### src/pfp_pkg.sv
// Purpose: constants for the page flash host controller
// Assumes: 40 MHz clock, 32K x 8 parallel flash with 64-byte pages
// Notes:   times in ns, cycle counts derived from the clock period
package pfp_pkg;
	localparam int CLK_PERIOD_NS      = 25;
	localparam int ADDR_W             = 15;
	localparam int DATA_W             = 8;
	localparam int PAGE_BYTES         = 64;
	localparam int BYTE_SEL_W         = 6;
	// strobe timing chosen for a 90 ns class part
	localparam int STROBE_LOW_NS      = 100;
	localparam int STROBE_HIGH_NS     = 50;
	localparam int READ_ACCESS_NS     = 100;
	localparam int LOAD_TIMEOUT_NS    = 150000;
	localparam int STROBE_LOW_CYC     =
		(STROBE_LOW_NS + CLK_PERIOD_NS - 1) / CLK_PERIOD_NS;
	localparam int STROBE_HIGH_CYC    =
		(STROBE_HIGH_NS + CLK_PERIOD_NS - 1) / CLK_PERIOD_NS;
	localparam int READ_ACCESS_CYC    =
		(READ_ACCESS_NS + CLK_PERIOD_NS - 1) / CLK_PERIOD_NS;
	// longest allowed gap rounds down
	localparam int LOAD_TIMEOUT_CYC   = LOAD_TIMEOUT_NS / CLK_PERIOD_NS;
	localparam int CNT_W              = 16;
	localparam logic [2:0] RESET_STROBES = 3'h7;
	localparam logic [7:0] DATA_RESET    = 8'h00;
	localparam int POLL_BIT           = 7;
	localparam int TOGGLE_BIT         = 6;

	typedef enum logic [2:0]
	{
		PFP_IDLE  = 3'b000,
		PFP_RSET  = 3'b001,
		PFP_RWAIT = 3'b010,
		PFP_WLOW  = 3'b011,
		PFP_WHIGH = 3'b100,
		PFP_POLL  = 3'b101,
		PFP_PWAIT = 3'b110
	} pfp_state_e;
endpackage

### src/pfp_buf2.sv
// Purpose: two-entry valid/ready buffer for read data
// Assumes: single clock, async active-low reset
// Notes:   full at two entries, so a stalled reader never loses a word
`timescale 1ns/10ps
module pfp_buf2
(
	// clock and reset
	input  wire logic                      clk,
	input  wire logic                      rst_n,
	// fill side
	input  wire logic                      in_valid,
	output logic                           in_ready,
	input  wire logic [pfp_pkg::DATA_W-1:0] in_data,
	// drain side
	output logic                           out_valid,
	input  wire logic                      out_ready,
	output logic      [pfp_pkg::DATA_W-1:0] out_data
);
	import pfp_pkg::*;
	logic [DATA_W-1:0] mem [2];
	logic              wr_ptr;
	logic              rd_ptr;
	logic [1:0]        count;
	wire               push = in_valid && in_ready;
	wire               pop  = out_valid && out_ready;

	assign in_ready  = (count != 2'h2);
	assign out_valid = (count != 2'h0);
	assign out_data  = mem[rd_ptr];

	always_ff @(posedge clk or negedge rst_n)
	begin
		if (!rst_n)
		begin
			wr_ptr <= 1'b0;
			rd_ptr <= 1'b0;
			count  <= 2'h0;
			mem[0] <= DATA_RESET;
			mem[1] <= DATA_RESET;
		end
		else
		begin
			if (push)
			begin
				mem[wr_ptr] <= in_data;
				wr_ptr      <= ~wr_ptr;
			end
			if (pop)
				rd_ptr <= ~rd_ptr;
			count <= count + {1'b0, push} - {1'b0, pop};
		end
	end
endmodule

### src/pfp_host.sv
// Purpose: host controller driving a parallel page flash over its pins
// Assumes: flash strobes are active low; one command at a time
// Notes:   writes are single byte loads; the caller streams a page
`timescale 1ns/10ps
module pfp_host
(
	// clock and reset
	input  wire logic                        clk,
	input  wire logic                        rst_n,
	// command: write or read one byte
	input  wire logic                        cmd_valid,
	output logic                             cmd_ready,
	input  wire logic                        cmd_write,
	input  wire logic                        cmd_last,
	input  wire logic [pfp_pkg::ADDR_W-1:0]  cmd_addr,
	input  wire logic [pfp_pkg::DATA_W-1:0]  cmd_data,
	// read data stream
	output logic                             rd_valid,
	input  wire logic                        rd_ready,
	output logic      [pfp_pkg::DATA_W-1:0]  rd_data,
	// status
	output logic                             busy,
	output logic                             load_timeout,
	// flash pins
	output logic                             flash_ce_n,
	output logic                             flash_oe_n,
	output logic                             flash_we_n,
	output logic      [pfp_pkg::ADDR_W-1:0]  flash_addr,
	input  wire logic [pfp_pkg::DATA_W-1:0]  flash_dq_in,
	output logic      [pfp_pkg::DATA_W-1:0]  flash_dq_out,
	output logic                             flash_dq_oe
);
	import pfp_pkg::*;

	// ------------------------------------------------------------
	// state and registers
	// ------------------------------------------------------------
	pfp_state_e        state;
	pfp_state_e        next_state;
	logic [CNT_W-1:0]  cnt;
	logic [CNT_W-1:0]  gap;
	logic              loading;
	logic [DATA_W-1:0] dq_s1;
	logic [DATA_W-1:0] dq_s2;
	logic [DATA_W-1:0] dq_s3;
	logic [DATA_W-1:0] last_data;
	logic [DATA_W-1:0] prev_poll;
	logic              poll_seen;
	logic              last_flag;
	logic              buf_in_valid;
	logic [DATA_W-1:0] buf_in_data;
	logic              buf_in_ready;

	// ------------------------------------------------------------
	// decode
	// ------------------------------------------------------------
	// a change counts once the second and third stages agree
	wire               dq_stable = (dq_s2 == dq_s3);
	wire               cnt_done  = (cnt == '0);
	wire               take_cmd  = cmd_valid && cmd_ready;
	// poll done when true data returns and the toggle bit stops
	wire               poll_done = poll_seen && dq_stable
		&& (dq_s3[POLL_BIT] == last_data[POLL_BIT])
		&& (dq_s3[TOGGLE_BIT] == prev_poll[TOGGLE_BIT]);
	wire               gap_over  = (gap >= CNT_W'(LOAD_TIMEOUT_CYC - 8));
	wire               in_load   = (state == PFP_WLOW) || (state == PFP_WHIGH);
	wire               in_read   = (state == PFP_RSET) || (state == PFP_RWAIT)
		|| (state == PFP_POLL) || (state == PFP_PWAIT);
	// oe rises between polls so every poll is a fresh read
	wire               poll_gap  = (state == PFP_PWAIT)
		&& (next_state == PFP_POLL);

	// reads wait for the page to finish; no load once the gap ran out
	assign cmd_ready = (state == PFP_IDLE) && buf_in_ready
		&& !(loading && (gap_over || !cmd_write));

	// ------------------------------------------------------------
	// next state
	// ------------------------------------------------------------
	always_comb
	begin
		next_state = state;
		unique case (state)
			PFP_IDLE:
				if (take_cmd)
					next_state = cmd_write ? PFP_WLOW : PFP_RSET;
				else if (loading && gap_over)
					next_state = PFP_POLL;
			PFP_RSET:
				if (cnt_done)
					next_state = PFP_RWAIT;
			PFP_RWAIT:
				next_state = PFP_IDLE;
			PFP_WLOW:
				if (cnt_done)
					next_state = PFP_WHIGH;
			PFP_WHIGH:
				if (cnt_done)
					next_state = last_flag ? PFP_POLL : PFP_IDLE;
			PFP_POLL:
				if (cnt_done)
					next_state = PFP_PWAIT;
			PFP_PWAIT:
				next_state = poll_done ? PFP_IDLE : PFP_POLL;
			default:
				next_state = PFP_IDLE;
		endcase
	end

	// ------------------------------------------------------------
	// sequencing
	// ------------------------------------------------------------
	always_ff @(posedge clk or negedge rst_n)
	begin
		if (!rst_n)
		begin
			state     <= PFP_IDLE;
			cnt       <= '0;
			gap       <= '0;
			loading   <= 1'b0;
			last_data <= DATA_RESET;
			prev_poll <= DATA_RESET;
			poll_seen <= 1'b0;
			last_flag <= 1'b0;
		end
		else
		begin
			state <= next_state;
			if (next_state != state)
				cnt <= (next_state == PFP_WHIGH) ? CNT_W'(STROBE_HIGH_CYC - 1)
				: (next_state == PFP_WLOW) ? CNT_W'(STROBE_LOW_CYC - 1)
				: CNT_W'(READ_ACCESS_CYC + 1);
			else if (!cnt_done)
				cnt <= cnt - 1'b1;
			// gap since the last PFP_WHIGH of the load phase ended
			if (in_load)
				gap <= '0;
			else if (loading && !gap_over)
				gap <= gap + 1'b1;
			if (take_cmd && cmd_write)
			begin
				last_data <= cmd_data;
				last_flag <= cmd_last;
				loading   <= 1'b1;
			end
			else if (next_state == PFP_POLL)
				loading <= 1'b0;
			if (state == PFP_PWAIT)
			begin
				prev_poll <= dq_s3;
				poll_seen <= 1'b1;
			end
			else if (state == PFP_IDLE)
				poll_seen <= 1'b0;
		end
	end

	// ------------------------------------------------------------
	// pins and data path
	// ------------------------------------------------------------
	always_ff @(posedge clk or negedge rst_n)
	begin
		if (!rst_n)
		begin
			flash_ce_n   <= RESET_STROBES[0];
			flash_oe_n   <= RESET_STROBES[1];
			flash_we_n   <= RESET_STROBES[2];
			flash_addr   <= '0;
			flash_dq_out <= DATA_RESET;
			flash_dq_oe  <= 1'b0;
			dq_s1        <= DATA_RESET;
			dq_s2        <= DATA_RESET;
			dq_s3        <= DATA_RESET;
			busy         <= 1'b0;
			load_timeout <= 1'b0;
		end
		else
		begin
			dq_s1 <= flash_dq_in;
			dq_s2 <= dq_s1;
			dq_s3 <= dq_s2;
			// address held across the strobe; page bits stable on fall
			if (take_cmd)
				flash_addr <= cmd_addr;
			if (take_cmd && cmd_write)
				flash_dq_out <= cmd_data;
			// oe high through the whole load, ce/we fall together
			flash_we_n  <= (next_state != PFP_WLOW);
			flash_ce_n  <= !(next_state == PFP_WLOW || (next_state != PFP_IDLE
				&& next_state != PFP_WHIGH && in_read | (next_state == PFP_RSET)
				| (next_state == PFP_POLL)));
			flash_oe_n  <= poll_gap || !(next_state == PFP_RSET
				|| next_state == PFP_RWAIT || next_state == PFP_POLL
				|| next_state == PFP_PWAIT);
			flash_dq_oe <= (next_state == PFP_WLOW) || (next_state == PFP_WHIGH);
			busy        <= loading || (next_state == PFP_POLL)
				|| (next_state == PFP_PWAIT);
			// one pulse, on the edge that closes the load phase
			load_timeout <= (state == PFP_IDLE) && loading && gap_over;
		end
	end

	// read result enters the buffer only for plain reads
	assign buf_in_valid = (state == PFP_RWAIT);
	assign buf_in_data  = dq_s3;

	pfp_buf2 u_buf
	(
		.clk       (clk),
		.rst_n     (rst_n),
		.in_valid  (buf_in_valid),
		.in_ready  (buf_in_ready),
		.in_data   (buf_in_data),
		.out_valid (rd_valid),
		.out_ready (rd_ready),
		.out_data  (rd_data)
	);
endmodule

### config.mk
export PLATFORM = sky130hd
export DESIGN_NAME = pfp_host
export DESIGN_NICKNAME = d
export VERILOG_FILES = /design/src/pfp_pkg.sv /design/src/pfp_buf2.sv /design/src/pfp_host.sv
export SDC_FILE = /design/constraint.sdc
export NUM_CORES = 1
export LEC_CHECK = 0
export BUFFER_PORTS_ARGS = -buffer_cell sky130_fd_sc_hd__buf_2
export CAP_MARGIN = 40
export CORE_ASPECT_RATIO = 0.5
export CORE_MARGIN = 5
export CORE_UTILIZATION = 51
export CTS_CLUSTER_SIZE = 14
export DETAILED_ROUTE_END_ITERATION = 16
export PLACE_DENSITY = 0.87
export SYNTH_ARGS = -nofsm -noshare
export SYNTH_HDL_FRONTEND = slang
export SYNTH_SLANG_ARGS = --single-unit
export TNS_END_PERCENT = 100
### constraint.sdc
create_clock -name clk -period 2.5 [get_ports clk]
set_input_delay 0.25 -clock clk [delete_from_list [all_inputs] [get_ports clk]]
set_output_delay 0.25 -clock clk [all_outputs]
set_load 0.01 [all_outputs]
# --- After elaboration in Yosys (flattened, before gate mapping) ---
# Cells that the tools add are included.
word_totals:
  output_inout_bits: 39
  input_bits: 37
  regBits: 118
op_classes:
  n_reduce_logical: 43
  addsub: 4
  n_lt_le_gt_ge: 4
  eq_ne: 20
  bitwise: 6
  mux: 26
ops:
  columns: ["cell", "count"]
  rows:
  - ["two-way mux 16 bit", 4]
  - ["two-way mux 8 bit", 4]
  - ["two-way mux 3 bit", 10]
  - ["== test 3 bit, second input constant", 6]
  - ["logical AND 1 bit", 18]
  - ["case mux 3 bit (6 select lines)", 1]
  - ["adder 16 x 1 -> 16 bit, second input constant", 1]
  - ["bitwise mux 16 bit", 1]
  - ["greater-or-equal comparator 16 x 13 -> 1 bit, second input constant", 1]
  - ["logical NOT 16 bit", 1]
  - ["subtractor 16 x 1 -> 16 bit, second input constant", 1]
  - ["logical OR 1 bit", 13]
  - ["== test 3 x 2 -> 1 bit, second input constant", 4]
  - ["demux 8 bit (select 1 bit)", 1]
  - ["== test 8 bit", 1]
  - ["nonzero test 2 bit", 4]
  - ["== test 3 x 1 -> 1 bit, second input constant", 2]
  - ["logical NOT 1 bit", 5]
  - ["greater-or-equal comparator 2 bit, second input constant", 2]
  - ["two-way mux 1 bit", 4]
  - ["NOT 1 -> 2 bit", 2]
  - ["logical NOT 3 bit", 1]
  - ["inequality test 3 x 2 -> 1 bit, second input constant", 1]
  - ["inequality test 3 bit", 1]
  - ["other kinds (11)", 14]

# --- Depth between registers and ports, before layout ---
# Gate-level depths: netlist of the first run.
logic_depth:
  ltp_word: 14
  mapped_depth: 12

# --- Modules after synthesis ---
# Synthesis of the first run repeated with hierarchy kept, for this count alone.
unflattened:
  hier_cells: 402
  hier_area_um2: 4931.0
modules_own_cells:
  columns: ["mod", "n_inst", "cells_per_inst", "area_each_um2", "seq_area_each_um2"]
  rows:
  - ["pfp_host", 1, 338, 4006.3, 2306.0]
  - ["pfp_buf2", 1, 64, 924.6, 500.5]

# --- Least setup slack after synthesis of the first run ---
# OpenSTA, ideal clock, no wires.
synth_path:
  kind: "reg2reg"
  startpoint: "reg state[1]"
  endpoint: "reg cnt[1]"
  path_stages_with_launch: 12
  n_path_buf: 2
  path_slack_ns: -0.202
  arrival_ns: 2.577
  required_ns: 2.375
  setup_ns: 0.125
  path_cell_list: "dfrtp_1 -> inv_1 -> ha_1 -> nor2b_1 -> buf_2 -> nand3_1 -> o31ai_4 -> nor4_1 -> mux2_1 -> a221o_1 -> buf_6 -> mux2_4"
synth_via:
  elab_chain_cells: 10
  word_cells_on_any_way: 23
synth_rtl:
  columns: ["item", "line_no", "source"]
  rows:
  - ["start, declared", "pfp_host.sv:38", "pfp_state_e state;"]
  - ["start signal, assigned", "pfp_host.sv:128", "state <= next_state;"]
  - ["logical NOT 3 bit", "pfp_host.sv:74, pfp_host.sv:83", null]
  - ["logical AND 1 bit", "pfp_host.sv:74", "assign cmd_ready = (state == PFP_IDLE) && buf_in_ready"]
  - ["logical AND 1 bit", "pfp_host.sv:75", "&& !(loading && (gap_over || !cmd_write));"]
  - ["logical AND 1 bit", "pfp_host.sv:60", "wire take_cmd = cmd_valid && cmd_ready;"]
  - ["two-way mux 3 bit", "pfp_host.sv:85", "if (take_cmd)"]
  - ["case mux 3 bit (6 select lines)", "pfp_host.sv:83", "unique case (state)"]
  - ["== test 3 x 2 -> 1 bit", "pfp_host.sv:131", ": (next_state == PFP_WLOW) ? CNT_W'(STROBE_LOW_CYC - 1)"]
  - ["two-way mux 3 bit", "pfp_host.sv:131", null]
  - ["two-way mux 3 bit", "pfp_host.sv:130", "cnt <= (next_state == PFP_WHIGH) ? CNT_W'(STROBE_HIGH_CYC - 1)"]
  - ["two-way mux 16 bit", "pfp_host.sv:129", "if (next_state != state)"]
  - ["end signal, assigned", "pfp_host.sv:130", null]
  - ["end signal, assigned", "pfp_host.sv:134", "cnt <= cnt - 1'b1;"]
  - ["end, declared", "pfp_host.sv:40", "logic [CNT_W-1:0] cnt;"]
# Several ways; a longest one is shown, not always the timed one.
# A chain may end at the register's enable or synchronous reset.

# --- Final worst setup path of the first run ---
layout_path:
  startpoint: "reg cnt[0]"
  endpoint: "reg cnt[2]"
layout_via:
  elab_chain_cells: 7
  word_cells_on_any_way: 15
layout_rtl:
  columns: ["item", "line_no", "source"]
  rows:
  - ["logical NOT 16 bit", "pfp_host.sv:59", "wire cnt_done = (cnt == '0);"]
  - ["two-way mux 3 bit (on tied branches)", null, null]
  - ["case mux 3 bit (6 select lines)", "pfp_host.sv:83", null]
  - ["== test 3 x 2 -> 1 bit", "pfp_host.sv:131", null]
  - ["two-way mux 3 bit", "pfp_host.sv:131", null]
  - ["two-way mux 3 bit", "pfp_host.sv:130", null]
  - ["two-way mux 16 bit", "pfp_host.sv:129", null]
# Several ways; a longest one is shown, not always the timed one. The select of a mux whose other input is x is not followed.

==> results of run 1 <==
-- layer usage --
metal	track usage	routed length (µm)	up-vias
li1	-	-	1642
met1	0.2687	5034	1962
met2	0.4225	7375	230
met3	0.04618	883	94
met4	0.1272	996	0
met5	0	0	-
-- final cells by class --
| class | count | area [µm²] | area share |
|---|---|---|---|
| Clock buffer | 9 | 225.2 | 0.03535 |
| Clock inverter | 7 | 105.1 | 0.01650 |
| Inverter | 15 | 58.81 | 0.009230 |
| Multi-Input combinational cell | 256 | 2156 | 0.3384 |
| Sequential cell | 112 | 2809 | 0.4409 |
| Tap cell | 121 | 151.4 | 0.02376 |
| Timing Repair Buffer | 134 | 865.8 | 0.1359 |
-- synthesized netlist by cell type, drive strengths merged (5+ instances only) --
master	n	area [µm²]
nor4	7	58.81
xor2	9	78.83
dfrtp	109	2728
nor3	8	40.04
xnor2	21	183.9
buf	5	35.02
nand3	7	35.03
ha	9	112.6
inv	15	56.30
and3	7	43.79
mux2	51	578.1
clkbuf	5	18.77
nor2	44	172.7
nand2	15	58.81
o21ai	8	43.79
a21oi	13	65.06
-- flip-flops by register name (all words and copies together) (netlist names), 2 cells and up --
signal,flops
buf_in_data,8
cnt,16
dq_s1,8
dq_s2,8
flash_addr,15
flash_dq_out,8
gap,16
state,3
u_buf.count,2
u_buf.mem,16
-- cell families (layout without fill, tap and decap cells) --
| logic type | count (synthesis) | count (layout) | synth area share |
|---|---|---|---|
| adder cells (fa/ha/maj) | 9 | 9 | 0.02311 |
| AO/OA/AOI/OAI | 48 | 48 | 0.07626 |
| buffers and inverters | 25 | 165 | 0.02259 |
| AND/OR/NAND/NOR | 114 | 114 | 0.1214 |
| XOR/XNOR | 30 | 30 | 0.05392 |
| multiplexers | 55 | 55 | 0.1268 |
| flip-flops | 112 | 112 | 0.5759 |
-- report_power, final --
group	switching (mW)	leakage [nW]	internal [mW]
registers	0.500	1.38	2.42
clock network	0.763	0.162	0.820
logic	2.16	1.43	2.04
total	3.42	2.97	5.28
-- how the worst max path moves through the flow --
| stage | startpoint | end | slack, ps | cells after the start |
|---|---|---|---|---|
| 3_5_place_dp | cnt[11]$_DFFE_PN0P_ | cnt[1]$_DFFE_PN0P_ | -60 | 7 |
| 4_1_cts | cnt[0]$_DFFE_PN0P_ | cnt[1]$_DFFE_PN0P_ | -10 | 9 |
| 5_1_grt | cnt[0]$_DFFE_PN0P_ | cnt[2]$_DFFE_PN0P_ | -220 | 10 |
| 6_report | cnt[0]$_DFFE_PN0P_ | cnt[2]$_DFFE_PN0P_ | -180 | 10 |
| 3_3_place_gp | cnt[11]$_DFFE_PN0P_ | cnt[1]$_DFFE_PN0P_ | 5 | 7 |
| 2_1_floorplan | cnt[6]$_DFFE_PN0P_ | cnt[1]$_DFFE_PN0P_ | -100 | 9 |
-- placed cells by master (no fill, tap or decap), types with 4 or more instances in the layout --
cell and count:
inv_1 10, nor3_1 6, a21oi_1 11, nor2_1 42, buf_2 74, buf_6 4, buf_4 48, nor4_4 4
clkbuf_16 9, inv_2 4, xnor2_1 21, ha_1 4, xor2_1 9, nand2_1 14, dfrtp_1 107, nand3_1 7
and3_1 7, dlygate4sd3_1 7, or3_1 4, o21ai_0 6, mux2_2 49
-- timing repair --
action | CTS | global route
buffers inserted | 4 | 8
hold endpoints to repair | 43 | 0
hold buffers | 7 | 0
setup endpoints to repair | 16 | 24
resized for setup | 18 | 27
pin swaps | 7 | 16
-- metrics by stage --
| stage | setup WS, ps | total power, mW | util | cell area, µm² |
|---|---|---|---|---|
| 4_1_cts | -12.72 | 7.989 | 0.6636 | 6227 |
| 5_1_grt | -222.1 | 9.096 | 0.6789 | 6371 |
| 3_3_place_gp | 5.155 | 5.985 | 0.6073 | 5699 |
| 2_1_floorplan | -99.92 | 4.954 | - | 4902 |
| 6_report | -182.3 | 8.699 | 0.6789 | 6371 |
| 3_5_place_dp | -61.81 | 6.146 | 0.6073 | 5699 |
-- worst max-delay path: stages (launching register included) --
cell and delay, ps:
dfrtp_1 410, inv_2 110, ha_4 150, nor3b_4 200, and4_4 280, mux2i_4 280
nor4_4 60, mux2_4 310, a221o_1 370, buf_6 190, mux2i_4 200
==> flow_summary.toml, run 1 <==
[routing]
post_drt_wl_per_cell_um = 21.85
viasPerCell = 6.006
wl_um = 14290
dr.pass1.iters = 5
drc = 0
vias = 3928
ant_nets = 0
drtIter0Drc = 328

[synth]
synth_edf_count = 0
synthFlopType = "dfrtp_1"
synthCells = 393
yosysSeqAreaShare = 0.5759
syn_area_per_cell_um2 = 12.40
synth-seq-cells = 112
syn_nets = 439
synth_warnings = 0
synth.distinct_cells = 60
synth_area_um2 = 4873
ys_async_sr_fraction = 1.000

[clock_tree]
clk_latency_ps = 370
clock_sinks = 112
clk_pin_slew_ps = 90
h-tree-depth = 3
cts_buffer_depth = 2
cts_buffers = 9
tritoncts = "done"
cts_root_buf = "clkbuf_16"

[timing]
hold_ws_ps = -4.114
min_period_over_period = 1.073
slew_headroom = 0.5856
rsz0062_at_grt = "yes"
tightest_slew_ps = 616.9
setup_viol = 15
postLayoutSetupSlackWorst_ps = -182.3
fin_skew_ps = 16.65
hold_viol_final = 1
tns_ps = -1010
slew_violations = 0
min_period_ps = 2682
fmax_mhz = 372.8

[critical_path]
required_ps = 2750
r2r_end = "cnt[2]$_DFFE_PN0P_"
crit_type = "reg2reg"
r2r_setup_slack_ps = -180
crit_path_max_fanout = 7
end_kind = "flop"
worstRegToRegCells = 10
reg2reg_from = "cnt[0]$_DFFE_PN0P_"
start_kind = "flop"
arrival_ps = 2930

[global_routing]
gr-total-overflow = 0
grt_pass1_vias = 4025
antenna_found_initial = 0
track_usage = 0.2353
grt_pass1_wl_um = 21380
grt_start_max_net_pins = 53

[die]
chipWidth_um = 148.2
die_y_um = 79.12
core-area_um2 = 9384
initial_core_util = 0.5193
die_area_um2 = 11730
io_pins = 76
num_rows = 25

[power]
p_per_area_nw_per_um2 = 1365
ir_drop_uv = 500.5
cellLeakagePower_nw = 2.974

[hold_path]
hp-class = "in2reg"
worstHoldPathCells = 1
hold_path_end = "dq_s1[4]$_DFF_PN0_"
worstHoldStart = "flash_dq_in[4]"

[layout]
area_delta_synth_final_pct = 30.73
drive_gt1_frac = 0.4503
stdcell_count = 654
fill_cells = 597
final_nets = 574
diodes = 0

[outcome]
violations = "hold timing, setup timing"
status = "finished, violations left"

[job]
maxCapViolCount = 0

[placed_design]
port_buffers = 75
hpwlAfterDp_um = 7531
routabilityCongestion = 0.9695
dp.cells = 621
Note: power is estimated with default switching activity, not from simulation.
==> inputs of run 2 (changes only) <==
--- a/config.mk
+++ b/config.mk
@@ -13,6 +13,8 @@
 export CTS_CLUSTER_SIZE = 14
 export DETAILED_ROUTE_END_ITERATION = 16
 export PLACE_DENSITY = 0.87
+export RECOVER_POWER = 25
+export SETUP_SLACK_MARGIN = 0.5
 export SYNTH_ARGS = -nofsm -noshare
 export SYNTH_HDL_FRONTEND = slang
 export SYNTH_SLANG_ARGS = --single-unit
==> flow_summary.toml, run 2 (synthesized netlist as in run 1, its figures left out) <==
[outcome]
status = "finished, violations left"
violations = "hold timing, capacitance limit, slew limit, setup timing"

[global_routing]
grt_pass1_vias = 4199
track_usage = 0.2561
antenna_found_initial = 0
grt_start_max_net_pins = 59
grt_pass1_wl_um = 23200
gr-total-overflow = 0

[timing]
min_period_ps = 2798
rsz0062_at_grt = "yes"
tns_ps = -4280
hold_ws_ps = -7.769
hold_viol_final = 2
fmax_mhz = 357.4
fin_skew_ps = 9.897
min_period_over_period = 1.119
slew_headroom = -0.01652
postLayoutSetupSlackWorst_ps = -298.2
slew_violations = 28
tightest_slew_ps = 1525
setup_viol = 22

[power]
ir_drop_uv = 631.7
power.internal_mw = 5.928
comb_power_share = 0.525
cellLeakagePower_nw = 3.214
p_sw_frac = 0.3961
power.switching_mw = 3.888
p_clk_frac = 0.169
p_per_area_nw_per_um2 = 1420
pwr-share-seq = 0.305

[critical_path]
arrival_ps = 3050
r2r_end = "cnt[1]$_DFFE_PN0P_"
reg2reg_from = "cnt[1]$_DFFE_PN0P_"
crit_path_max_fanout = 4
crit_type = "reg2reg"
worstRegToRegCells = 9
start_kind = "flop"
r2r_setup_slack_ps = -300
end_kind = "flop"
endpoint = "cnt[1]$_DFFE_PN0P_"
crit_start = "cnt[1]$_DFFE_PN0P_"
required_ps = 2750

[routing]
vias = 4332
drc = 0
viasPerCell = 6.418
wl_um = 18260
dr.pass1.iters = 5
post_drt_wl_per_cell_um = 27.04
ant_nets = 0
drtIter0Drc = 676

[layout]
multi_input_area_um2 = 2442
drive_gt1_frac = 0.5126
seqCellArea_um2 = 2806
diodes = 0
final_cell_mix = "dfrtp_1, buf_2, buf_4"
fill_cells = 472
area_delta_synth_final_pct = 41.87
final_common_cell = "dfrtp_1"
final_nets = 596
top_regs = "cnt: 16 flops, gap: 16 flops, u_buf.mem: 16 flops"

[placed_design]
hpwlAfterDp_um = 7139
port_buffers = 75
pre_cts_ws_ps = -148.3
routabilityCongestion = 0.8957

[clock_tree]
cts_buffer_depth = 2
tritoncts = "done"
clk_latency_ps = 370
cts_buffers = 9
h-tree-depth = 3
clk_pin_slew_ps = 70
cts_root_buf = "clkbuf_16"
clock_sinks = 112

[hold_path]
hp-class = "in2reg"
worstHoldStart = "flash_dq_in[0]"

[job]
maxCapViolCount = 1

[die]
core-area_um2 = 9384
die_area_um2 = 11730
num_rows = 25
chipWidth_um = 148.2
io_pins = 76
initial_core_util = 0.5193
die_y_um = 79.12
[run 2: critical path: stages, from the launching register on]
cell,delay [ps]
dfrtp_1,450
inv_2,130
ha_4,160
nor3b_4,220
and4_4,290
mux2i_4,300
nor4_4,70
mux2_4,320
a221o_1,370
mux2_4,360
[run 2: metal layers]
metal  global-route usage  part of all wire  vias up
li1                     -                 -     1695
met1               0.3018              0.37     2114
met2               0.4216              0.46      403
met3              0.07355              0.10      120
met4               0.1548             0.068        0
met5                    0                 0        -
[run 2: what timing repair did]
item	4_1_cts	5_1_grt
endpoints found under the hold margin	28	2
pin swaps	12	24
gates cloned	3	0
resized for setup	72	56
endpoints found under the setup margin	60	67
buffers inserted	11	30
hold buffers	4	2
[run 2: worst min path at each step]
stage | endpoint | slack [ps] | cells past startpoint
5_1_grt | dq_s1[1]$_DFF_PN0_ | -10 | 1
3_5_place_dp | flash_dq_out[2]$_DFFE_PN0P_ | 180 | 1
2_1_floorplan | buf_in_data[0]$_DFF_PN0_ | -50 | 0
6_report | dq_s1[0]$_DFF_PN0_ | -8 | 1
4_1_cts | dq_s1[4]$_DFF_PN0_ | 2 | 1
3_3_place_gp | flash_dq_out[2]$_DFFE_PN0P_ | 180 | 1
[run 2: area by class of cell]
type                       count  area share
timing repair buffer         156      0.1621
clock inverter                 3     0.01303
inverter                      15    0.008143
multi-input combinational    256      0.3532
sequential                   112      0.4059
clock buffer                  12     0.03565
tap                          121     0.02190
[run 2: power groups by stage]
| stage | Sequential (mW) | Combinational, mW | Clock, mW |
|---|---|---|---|
| after global placement | 2.81 | 3.08 | 0 |
| after floorplan | 2.89 | 2.10 | 0 |
| after CTS | 2.84 | 3.99 | 1.63 |
| after global routing | 3.03 | 5.32 | 1.75 |
| final | 3.00 | 5.16 | 1.66 |
| after detailed placement | 2.84 | 3.21 | 0 |
[run 2: per-stage QoR]
stage	std cells	instance area, µm²	total power [mW]	utilization
global route	675	6914	10.10	0.7368
finish	675	6914	9.817	0.7368
CTS	643	6417	8.462	0.6839
detailed placement	610	5628	6.049	0.5997
floorplan	393	4920	4.986	-
global placement	610	5628	5.880	0.5997
